[src/inc/acsl_pkg.sv]
package acsl_pkg;

   // ************************************************************
   // timing
   // ************************************************************
   localparam int unsigned CLK_PERIOD_PS  = 5000;
   localparam int unsigned STAB_TIME_US   = 30;
   localparam int unsigned STAB_CYCLES    =
      (STAB_TIME_US * 1000 * 1000 + CLK_PERIOD_PS - 1) / CLK_PERIOD_PS;
   localparam int unsigned CONV_CYCLES    = 64;
   // sampling lasts 31.5 cycles, held as half cycles, rounded up
   localparam int unsigned SAMPLE_HALVES  = 63;
   localparam int unsigned SAMPLE_CYCLES  = (SAMPLE_HALVES + 1) / 2;
   localparam int unsigned RES_BITS       = 8;

   // ************************************************************
   // register map: printed index, byte address is four times it
   // ************************************************************
   localparam logic [7:0] RESULT_IDX      = 8'h70;
   localparam logic [7:0] CSR_IDX         = 8'h71;
   localparam logic [7:0] EV_STAT_IDX     = 8'h72;
   localparam logic [7:0] EV_MASK_IDX     = 8'h73;
   localparam int unsigned IDX_LSB        = 2;
   localparam int unsigned IDX_MSB        = 9;

   localparam int unsigned CSR_COCO_BIT   = 7;
   localparam int unsigned CSR_PWR_BIT    = 5;
   localparam int unsigned CH_W           = 3;
   localparam logic [7:0]  RESULT_RST     = 8'h00;
   localparam logic [CH_W-1:0] CH_RST     = 3'h0;

   localparam int unsigned EV_DONE        = 0;
   localparam int unsigned EV_READY       = 1;
   localparam int unsigned EV_W           = 2;

   localparam logic [1:0] HTRANS_NONSEQ   = 2'h2;
   localparam logic       HRESP_OKAY      = 1'h0;

   typedef enum logic [1:0] {
      ACSL_IDLE   = 2'h0,
      ACSL_SAMPLE = 2'h1,
      ACSL_DECIDE = 2'h3
   } acsl_sar_state_e;

   typedef struct packed {
      logic                power_on;
      logic                sample;
      logic [CH_W-1:0]     channel;
      logic [RES_BITS-1:0] trial;
   } acsl_analog_s;

endpackage

[src/hdl/acsl_top.sv]
// The implementer's own choice: the AHB-Lite register port.
`timescale 1ns/100ps
// Contract
// - completion flag sets when result lands
// - result read or status write clears flag
// - software power bit switches converter on/off
// - bit 4 always reads zero
// - three-bit field selects input 0 to 7
// - eight-bit result is read-only
// - converts continuously while powered
// - 64 cycles per conversion, 31.5 sampling (code samples for 32 whole cycles)
// - status write aborts and restarts conversion
// - halt disables until exit plus settling
module acsl_top #(
   parameter int unsigned STAB_CYCLES = acsl_pkg::STAB_CYCLES
) (
   input  wire logic                  hclk,
   input  wire logic                  hresetn,
   input  wire logic                  hsel,
   input  wire logic [31:0]           haddr,
   input  wire logic [1:0]            htrans,
   input  wire logic                  hwrite,
   input  wire logic [2:0]            hsize,
   input  wire logic [31:0]           hwdata,
   input  wire logic                  hready,
   output logic                       hreadyout,
   output logic                       hresp,
   output logic [31:0]                hrdata,
   input  wire logic                  comp_in,
   input  wire logic                  halt_mode,
   output acsl_pkg::acsl_analog_s     analog,
   output logic                       irq
);
   localparam int unsigned SW = $clog2(STAB_CYCLES + 1);
   localparam int unsigned RW = acsl_pkg::RES_BITS;
   localparam int unsigned CW = acsl_pkg::CH_W;
   localparam int unsigned EW = acsl_pkg::EV_W;

   generate
      if (STAB_CYCLES < 1) begin : g_chk
         $error("acsl_top: settling count must be at least one cycle");
      end
   endgenerate

   // ************************************************************
   // bus slave
   // ************************************************************
   logic             dp_wr_reg;
   logic [7:0]       dp_idx_reg;
   logic [31:0]      hrdata_reg;
   logic             ap_go, ap_rd;
   logic [7:0]       ap_idx;
   logic [31:0]      rd_mux;
   logic             wr_csr, wr_stat, wr_mask, rd_result;

   assign ap_go     = hsel && hready && htrans[1];
   assign ap_rd     = ap_go && !hwrite;
   assign ap_idx    = haddr[acsl_pkg::IDX_MSB:acsl_pkg::IDX_LSB];
   assign rd_result = ap_rd && (ap_idx == acsl_pkg::RESULT_IDX);
   assign wr_csr    = dp_wr_reg && (dp_idx_reg == acsl_pkg::CSR_IDX);
   assign wr_stat   = dp_wr_reg && (dp_idx_reg == acsl_pkg::EV_STAT_IDX);
   assign wr_mask   = dp_wr_reg && (dp_idx_reg == acsl_pkg::EV_MASK_IDX);
   assign hreadyout = 1'b1;
   assign hresp     = acsl_pkg::HRESP_OKAY;
   assign hrdata    = hrdata_reg;

   always_ff @(posedge hclk or negedge hresetn) begin
      if (!hresetn) begin
         dp_wr_reg  <= 1'b0;
         dp_idx_reg <= 8'h00;
         hrdata_reg <= 32'h0000_0000;
      end else begin
         dp_wr_reg  <= ap_go && hwrite;
         dp_idx_reg <= ap_idx;
         if (ap_rd) begin
            hrdata_reg <= rd_mux;
         end
      end
   end

   // ************************************************************
   // control and status
   // ************************************************************
   logic             power_reg, coco_reg, coco_next;
   logic [CW-1:0]    chan_reg;
   logic [SW-1:0]    settle_reg;
   logic             ready_reg, ready_next, power_en, run;
   logic [EW-1:0]    ev_stat_reg, ev_mask_reg, ev_set, ev_stat_next;
   logic             comp_s1_reg, comp_s2_reg;
   logic             conv_done, sample;
   logic [RW-1:0]    result, trial;
   logic [7:0]       csr_view;

   // a halted core keeps the power bit but starves the analog side
   assign power_en   = power_reg && !halt_mode;
   assign ready_next = power_en && (ready_reg || settle_reg == SW'(STAB_CYCLES - 1));
   assign run        = power_en && ready_reg;

   // set beats clear so a result landing during a read is still flagged
   assign coco_next = conv_done ? 1'b1
                      : (wr_csr || rd_result) ? 1'b0
                      : coco_reg;

   // reserved bits are not stored, so they always read zero
   assign csr_view = {coco_reg, 1'b0, power_reg, 1'b0, 1'b0, chan_reg};

   always_comb begin
      rd_mux = 32'h0000_0000;
      if (ap_idx == acsl_pkg::RESULT_IDX) begin
         rd_mux[RW-1:0] = result;
      end else if (ap_idx == acsl_pkg::CSR_IDX) begin
         rd_mux[7:0] = csr_view;
      end else if (ap_idx == acsl_pkg::EV_STAT_IDX) begin
         rd_mux[EW-1:0] = ev_stat_reg;
      end else if (ap_idx == acsl_pkg::EV_MASK_IDX) begin
         rd_mux[EW-1:0] = ev_mask_reg;
      end
   end

   always_ff @(posedge hclk or negedge hresetn) begin
      if (!hresetn) begin
         power_reg <= 1'b0;
         chan_reg  <= acsl_pkg::CH_RST;
         coco_reg  <= 1'b0;
      end else begin
         coco_reg <= coco_next;
         if (wr_csr) begin
            power_reg <= hwdata[acsl_pkg::CSR_PWR_BIT];
            chan_reg  <= hwdata[CW-1:0];
         end
      end
   end

   // settling restarts on every power-up and every halt exit
   always_ff @(posedge hclk or negedge hresetn) begin
      if (!hresetn) begin
         settle_reg <= '0;
         ready_reg  <= 1'b0;
      end else begin
         ready_reg <= ready_next;
         if (!power_en || ready_reg) begin
            settle_reg <= '0;
         end else begin
            settle_reg <= SW'(settle_reg + 1'b1);
         end
      end
   end

   // ************************************************************
   // comparator and conversion engine
   // ************************************************************
   always_ff @(posedge hclk or negedge hresetn) begin
      if (!hresetn) begin
         comp_s1_reg <= 1'b0;
         comp_s2_reg <= 1'b0;
      end else begin
         comp_s1_reg <= comp_in;
         comp_s2_reg <= comp_s1_reg;
      end
   end

   acsl_sar #(
      .RES_W      (RW),
      .CONV_CYC   (acsl_pkg::CONV_CYCLES),
      .SAMPLE_CYC (acsl_pkg::SAMPLE_CYCLES)
   ) u_sar (
      .clk        (hclk),
      .rstn       (hresetn),
      .run        (run),
      .restart    (wr_csr),
      .comp_hi    (comp_s2_reg),
      .sample     (sample),
      .trial      (trial),
      .done       (conv_done),
      .result     (result)
   );

   // one driver for the whole carrier, members are not driven apart
   assign analog = '{power_on: power_en,
                     sample:   sample && run,
                     channel:  chan_reg,
                     trial:    trial};

   // ************************************************************
   // events and interrupt
   // ************************************************************
   always_comb begin
      ev_set                     = '0;
      ev_set[acsl_pkg::EV_DONE]  = conv_done;
      ev_set[acsl_pkg::EV_READY] = ready_next && !ready_reg;
   end

   assign ev_stat_next = (ev_stat_reg & ~(wr_stat ? hwdata[EW-1:0] : EW'(0))) | ev_set;
   assign irq          = |(ev_stat_reg & ev_mask_reg);

   always_ff @(posedge hclk or negedge hresetn) begin
      if (!hresetn) begin
         ev_stat_reg <= '0;
         ev_mask_reg <= '0;
      end else begin
         ev_stat_reg <= ev_stat_next;
         if (wr_mask) begin
            ev_mask_reg <= hwdata[EW-1:0];
         end
      end
   end

   // ************************************************************
   // checks
   // ************************************************************
   a_coco_set: assert property (@(posedge hclk) disable iff (!hresetn)
      conv_done |=> coco_reg && result == $past(u_sar.decided, 2))
      else $error("completion flag or result missing after conversion");

   a_coco_clear: assert property (@(posedge hclk) disable iff (!hresetn)
      ((wr_csr || rd_result) && !conv_done) |=> !coco_reg)
      else $error("completion flag not cleared by access");

   a_power_bit: assert property (@(posedge hclk) disable iff (!hresetn)
      (wr_csr && !halt_mode) |=> analog.power_on == $past(hwdata[acsl_pkg::CSR_PWR_BIT])
                                 || $changed(halt_mode))
      else $error("power output does not follow the written bit");

   a_bit4_zero: assert property (@(posedge hclk) disable iff (!hresetn)
      (ap_rd && ap_idx == acsl_pkg::CSR_IDX) |=> hrdata[4] == 1'b0 && hrdata[6] == 1'b0)
      else $error("reserved status bit reads nonzero");

   a_channel_sel: assert property (@(posedge hclk) disable iff (!hresetn)
      wr_csr |=> analog.channel == $past(hwdata[CW-1:0]))
      else $error("channel select does not follow the write");

   a_result_hold: assert property (@(posedge hclk) disable iff (!hresetn)
      !conv_done |-> $stable(result))
      else $error("result changed without a completed conversion");

   a_abort_restart: assert property (@(posedge hclk) disable iff (!hresetn)
      (wr_csr && run && hwdata[acsl_pkg::CSR_PWR_BIT] && !halt_mode)
      |=> (analog.sample && !conv_done) [*8])
      else $error("status write did not restart sampling");

   a_halt_off: assert property (@(posedge hclk) disable iff (!hresetn)
      halt_mode |-> !analog.power_on ##1 (!run || !$past(halt_mode) || ready_reg == 1'b0))
      else $error("converter stays on during halt");

   a_settle_wait: assert property (@(posedge hclk) disable iff (!hresetn)
      $rose(ready_reg) |-> $past(settle_reg) == SW'(STAB_CYCLES - 1))
      else $error("converter ready before settling elapsed");

   a_continuous: assert property (@(posedge hclk) disable iff (!hresetn)
      (conv_done && run && !wr_csr) |=> sample)
      else $error("next conversion did not follow");

   // ************************************************************
   // checks: fields, result and events
   // ************************************************************
   a_flag_cause: assert property (@(posedge hclk) disable iff (!hresetn)
      $rose(coco_reg) |-> $past(conv_done))
      else $error("completion flag set without a conversion");

   a_power_hold: assert property (@(posedge hclk) disable iff (!hresetn)
      !wr_csr |=> $stable(power_reg) && $stable(chan_reg))
      else $error("control fields changed without a write");

   a_off_idle: assert property (@(posedge hclk) disable iff (!hresetn)
      !run |=> !sample)
      else $error("engine sampling while switched off");

   a_off_no_done: assert property (@(posedge hclk) disable iff (!hresetn)
      !run |=> !conv_done)
      else $error("conversion completed while switched off");

   a_trial_clear: assert property (@(posedge hclk) disable iff (!hresetn)
      !run |=> trial == '0)
      else $error("trial code not cleared while off");

   a_result_ro: assert property (@(posedge hclk) disable iff (!hresetn)
      (dp_wr_reg && dp_idx_reg == acsl_pkg::RESULT_IDX) |=> $stable(result) || conv_done)
      else $error("bus write changed the result");

   a_result_upper: assert property (@(posedge hclk) disable iff (!hresetn)
      (ap_rd && ap_idx == acsl_pkg::RESULT_IDX) |=> hrdata[31:RW] == '0)
      else $error("result read shows upper bits");

   a_halt_unready: assert property (@(posedge hclk) disable iff (!hresetn)
      halt_mode |=> !ready_reg)
      else $error("converter still ready during halt");

   a_done_event: assert property (@(posedge hclk) disable iff (!hresetn)
      conv_done |=> ev_stat_reg[acsl_pkg::EV_DONE])
      else $error("done event not recorded");

   a_ready_event: assert property (@(posedge hclk) disable iff (!hresetn)
      (ready_next && !ready_reg) |=> ev_stat_reg[acsl_pkg::EV_READY])
      else $error("ready event not recorded");

   a_event_clear: assert property (@(posedge hclk) disable iff (!hresetn)
      (wr_stat && hwdata[acsl_pkg::EV_DONE] && !conv_done)
      |=> !ev_stat_reg[acsl_pkg::EV_DONE])
      else $error("done event not cleared by write");

endmodule

[src/hdl/acsl_sar.sv]
`timescale 1ns/100ps
module acsl_sar #(
   parameter int unsigned RES_W      = acsl_pkg::RES_BITS,
   parameter int unsigned CONV_CYC   = acsl_pkg::CONV_CYCLES,
   parameter int unsigned SAMPLE_CYC = acsl_pkg::SAMPLE_CYCLES
) (
   input  wire logic             clk,
   input  wire logic             rstn,
   input  wire logic             run,
   input  wire logic             restart,
   input  wire logic             comp_hi,
   output logic                  sample,
   output logic [RES_W-1:0]      trial,
   output logic                  done,
   output logic [RES_W-1:0]      result
);
   localparam int unsigned BIT_CYC = (CONV_CYC - SAMPLE_CYC) / RES_W;
   localparam int unsigned CNT_W   = $clog2(CONV_CYC);

   // comparator arrives through a two-stage synchroniser
   generate
      if (BIT_CYC < 3 || BIT_CYC * RES_W + SAMPLE_CYC != CONV_CYC) begin : g_chk
         $error("acsl_sar: bit slots do not fit the conversion time");
      end
   endgenerate

   acsl_pkg::acsl_sar_state_e state_reg, state_next;
   logic [CNT_W-1:0] cnt_reg, cnt_next, bit_cnt;
   logic [RES_W-1:0] sar_reg, sar_next, onehot, decided;
   logic [RES_W-1:0] result_reg, result_next;
   logic             done_reg, slot_end, last;
   logic [CNT_W-1:0] age_reg;

   assign bit_cnt  = CNT_W'(cnt_reg - CNT_W'(SAMPLE_CYC));
   assign onehot   = RES_W'(1) << (RES_W - 1 - (bit_cnt / CNT_W'(BIT_CYC)));
   assign slot_end = (state_reg == acsl_pkg::ACSL_DECIDE)
                     && (bit_cnt % CNT_W'(BIT_CYC) == CNT_W'(BIT_CYC - 1));
   assign last     = slot_end && (cnt_reg == CNT_W'(CONV_CYC - 1));
   assign decided  = comp_hi ? sar_reg : (sar_reg & ~onehot);

   always_comb begin
      state_next  = state_reg;
      cnt_next    = CNT_W'(cnt_reg + 1'b1);
      sar_next    = sar_reg;
      result_next = result_reg;
      if (!run) begin
         state_next = acsl_pkg::ACSL_IDLE;
         cnt_next   = '0;
         sar_next   = '0;
      end else if (restart || state_reg == acsl_pkg::ACSL_IDLE || last) begin
         state_next = acsl_pkg::ACSL_SAMPLE;
         cnt_next   = '0;
         sar_next   = '0;
         if (last && !restart) begin
            result_next = decided;
         end
      end else if (state_reg == acsl_pkg::ACSL_SAMPLE) begin
         if (cnt_reg == CNT_W'(SAMPLE_CYC - 1)) begin
            state_next = acsl_pkg::ACSL_DECIDE;
            sar_next   = RES_W'(1) << (RES_W - 1);
         end
      end else if (slot_end) begin
         sar_next = decided | (onehot >> 1);
      end
   end

   always_ff @(posedge clk or negedge rstn) begin
      if (!rstn) begin
         state_reg  <= acsl_pkg::ACSL_IDLE;
         cnt_reg    <= '0;
         sar_reg    <= '0;
         result_reg <= '0;
         done_reg   <= 1'b0;
      end else begin
         state_reg  <= state_next;
         cnt_reg    <= cnt_next;
         sar_reg    <= sar_next;
         result_reg <= result_next;
         done_reg   <= run && last && !restart;
      end
   end

   assign sample = (state_reg == acsl_pkg::ACSL_SAMPLE);
   assign trial  = sar_reg;
   assign done   = done_reg;
   assign result = result_reg;

   // ************************************************************
   // checks
   // ************************************************************
   always_ff @(posedge clk or negedge rstn) begin
      if (!rstn) begin
         age_reg <= '0;
      end else if (!sample || state_next != state_reg || cnt_next == '0) begin
         age_reg <= (state_next == acsl_pkg::ACSL_SAMPLE && cnt_next == '0) ? '0
                    : CNT_W'(age_reg + 1'b1);
      end else begin
         age_reg <= CNT_W'(age_reg + 1'b1);
      end
   end

   a_conv_length: assert property (@(posedge clk) disable iff (!rstn)
      (run && last && !restart) |-> age_reg == CNT_W'(CONV_CYC - 1))
      else $error("conversion did not take the full cycle count");

   a_sample_length: assert property (@(posedge clk) disable iff (!rstn)
      (run && !restart && sample && state_next == acsl_pkg::ACSL_DECIDE)
      |-> age_reg == CNT_W'(SAMPLE_CYC - 1))
      else $error("sampling phase has the wrong length");

   a_msb_first: assert property (@(posedge clk) disable iff (!rstn)
      (run && !restart && sample && state_next == acsl_pkg::ACSL_DECIDE)
      |=> trial == RES_W'(1) << (RES_W - 1))
      else $error("approximation does not start at the top bit");

endmodule

[config.mk]
export PLATFORM = sky130hd
export DESIGN_NAME = acsl_top
export DESIGN_NICKNAME = d
export VERILOG_FILES = /design/src/inc/acsl_pkg.sv /design/src/hdl/acsl_top.sv /design/src/hdl/acsl_sar.sv
export SDC_FILE = /design/constraint.sdc
export NUM_CORES = 1
export LEC_CHECK = 0
export ABC_AREA = 0
export ABC_CLOCK_PERIOD_IN_PS = 1650
export BUFFER_PORTS_ARGS = -buffer_cell sky130_fd_sc_hd__clkbuf_2
export CORE_UTILIZATION = 40
export DETAILED_ROUTE_END_ITERATION = 12
export HOLD_SLACK_MARGIN = 0.12
export PLACE_DENSITY = 0.7
export SETUP_SLACK_MARGIN = 0.4
export SLEW_MARGIN = 0
export SYNTH_ARGS = -nofsm -noshare
export SYNTH_HDL_FRONTEND = slang
export SYNTH_SLANG_ARGS = --single-unit
export TNS_END_PERCENT = 30
[constraint.sdc]
create_clock -name hclk -period 1.65 [get_ports hclk]
set_input_delay 0.33 -clock hclk [delete_from_list [all_inputs] [get_ports hclk]]
set_output_delay 0.33 -clock hclk [all_outputs]
set_load 0.01 [all_outputs]
==> out/qor.yml <==
setup_path:
  critPathLaunch: "power_reg"
  slowest_stage: "dfrtp_1"
  cpPeakStageDelay_ps: 390
  critical_path_class: "reg2out"
  cpLargestDelayFamily: "flip-flops"
  crit_fanout: 4
  r2r_start: "settle_reg[0]"
  crit_path_start_kind: "flip-flop"
  worstPathArrival_ps: 1220
  end_kind: "output port"
  crit_cells: 3
  cp.required_ps: 1320
  crit_top_cell: "buf_6"
  r2r_cells: 5
  crit_buf_inv: 2
  path_cells: "buf_6 > and2b_2 > buf_6"
detailed_routing:
  vias_per_cell: 5.09
  wire_per_inst_um: 14.5
  drtPass1Iterations: 4
  remaining_drc_errors: 0
  num_vias: 2589
  postRouteAntennaNets: 0
  first_iter_violations: 141
  routed_wl_um: 7390
hold_path:
  min_from: "haddr[3]"
  hold_depth: 1
  hold_path_class: "in2reg"
timing:
  slew_viol_final: 0
  period_minus_slack_ps: 1550
  skew_ps: 9.37
  finalSetupViolations: 0
  fin_ws_ps: 102
  hold_viol_final: 0
  period_share: 0.938
  rsz0062_at_grt: "yes"
  max_freq_mhz: 646
  tns_ps: 0
grt:
  grt_pass1_wl_um: 12000
  grt_use_total: 0.181
  grt_overflow_total: 0
  grt_pass1_vias: 2491
  grt_max_degree: 68
  antenna_found_initial: 0
synth:
  ys_seq_elements: 67
  synthTopCellsByArea: "dfrtp_1 51%, buf_4 6.2%, o21ai_0 4.1%, nor2_1 2.8%, mux2_2 2.4%"
  synth_edf_count: 0
  synthMuxAreaShare: 0.0472
  avgSynthCellArea_sq_um: 10.5
  synth_async_sr_flop_share: 1.00
  synth_compound_area_frac: 0.127
  synth_top_area_frac: 0.515
  ys.warnings.count: 0
  synth_cells: 311
  yosysTopAreaCell: "dfrtp_1"
  synthAdderAreaFrac: 0.00768
  synth_cell_type_count: 58
  synth_ff_type: "dfrtp_1"
  syn-cell-area_sq_um: 3260
  synth_xor_area_frac: 0.0349
  synthSimpleGateAreaFrac: 0.179
  ys_seq_area_frac: 0.515
  synth_top_family_by_area: "simple AND/OR/NAND/NOR gates"
place:
  detailedPlace.worstSlack_ps: 92.9
  detailed_place_hpwl_um: 4690
  port_buffers: 41
  place_congestion: 0.810
die:
  start_util: 0.417
  io_pins: 124
  fp.dieH_um: 92.3
  die_area_sq_um: 8510
  core.rowCount: 32
  core_area_sq_um: 7810
  fp.dieW_um: 92.3
cells_and_area:
  mostFrequentLayoutCell: "dfrtp_1"
  layout_common_cells: "61 x dfrtp_1, 39 x clkbuf_2, 34 x buf_4"
  utilization: 0.560
  seq_area_sq_um: 1680
  fillerInstances: 662
  nets: 481
  largest_reg_flops: 13
  areaGrowthSynthToFinish_pct: 34.3
  multi_input_area_sq_um: 1630
  num_antenna_cells: 0
  drive_gt1_frac: 0.400
power:
  p_per_area_nw_per_um2: 758
  worst_ir_drop_vdd_v: 0.000421
  p_leak_nw: 1.93
clock_network:
  clkTransAtPathRegs_ps: 70
  cts_tree: "built"
  cts_buffers: 9
  ctsLongestPathBuffers: 2
  ctsRootBufferMaster: "clkbuf_8"
  clkSinkCount: 67
  clk_latency_ps: 350
  htree_levels: 3
run_status:
  outcome: "complete, no violations"
flow_run:
  drv_cap: 0
==> cells by family after synthesis <==
group,Yosys count
multiplexers,12
XOR/XNOR,13
adder cells (fa/ha/maj),2
buffers and inverters,46
flip-flops,67
other,2
AO/OA/AOI/OAI,65
AND/OR/NAND/NOR,104
==> where the power goes <==
group          internal, mW  leakage, nW  switching [mW]  total, mW
Clock                 0.840        0.106           0.605       1.44
Combinational        0.0778        0.942           0.111      0.188
Sequential             1.67        0.883          0.0173       1.68
Total                  2.58         1.93           0.733       3.32
==> worst paths after layout <==
check / to / slack (ps)
worst max-delay path: analog[12] / 100
worst min-delay path: dp_idx_reg[1] / 160
worst max register to register: settle_reg[11] / 130
worst min register to register: comp_s2_reg / 350
max in group asynchronous: u_sar.cnt_reg[4] / 810
min in group asynchronous: dp_idx_reg[6] / 540
==> metrics by stage <==
| step | power [mW] | cell area [sq um] | std cells | hold slack [ps] |
|---|---|---|---|---|
| after floorplan | 1.83 | 3390 | 335 | 34.4 |
| after global placement | 1.86 | 3580 | 452 | 334 |
| after detailed placement | 1.87 | 3580 | 452 | 341 |
| after CTS | 3.33 | 4150 | 496 | 153 |
| after global routing | 3.44 | 4370 | 509 | 153 |
| final | 3.32 | 4370 | 509 | 164 |
==> Yosys cell counts, types with 2 or more instances <==
cell type and instances:
a211oi_1 2, a21oi_1 11, a22o_1 4, a31oi_1 5, and3_1 3, and4_1 2
and4b_1 2, buf_2 8, buf_4 27, clkbuf_1 2, conb_1 2, dfrtp_1 67
ha_1 2, inv_1 8, mux2_2 7, mux2i_1 3, mux4_2 2, nand2_1 21
nand2b_1 4, nand3_1 9, nand3b_1 2, nand4_1 5, nor2_1 24, nor3_1 6
nor4_1 2, nor4b_1 2, o21ai_0 27, o31a_1 2, o31ai_1 4, o41ai_1 2
or3_1 6, xnor2_1 7, xor2_1 6
==> worst register-to-register path: cells and delay by family, from the launching register on <==
kind / cells / cell delay (ps)
simple gates: 3 / 790
flops: 1 / 380
compound gates: 1 / 150
buf+inv: 1 / 130
==> routing by layer <==
layer  GRT usage  wire, um  vias up
met2       0.300      3760       55
met3      0.0547       328        8
met4      0.0573        79        0
met1       0.226      3220     1279
li1            -         -     1247
met5           0         0        -
==> area by class of cell <==
| type | instances | share of cell area |
|---|---|---|
| flip-flops and latches | 67 | 0.385 |
| multi-input cells | 223 | 0.373 |
| repair buffers | 94 | 0.159 |
| clock buffers | 10 | 0.0292 |
| well taps | 102 | 0.0292 |
| clock inverters | 5 | 0.0180 |
| inverters | 8 | 0.00686 |
==> repair_timing <==
action                                  in CTS  in global routing
hold endpoints to repair                    74                  0
hold buffers                                 8                  0
endpoints found under the setup margin      46                 59
gates cloned                                 1                  0
pin swaps                                   15                 13
gates resized for setup                     42                 29
setup buffers                               20                 13
Note: power is estimated with default switching activity, not from simulation.
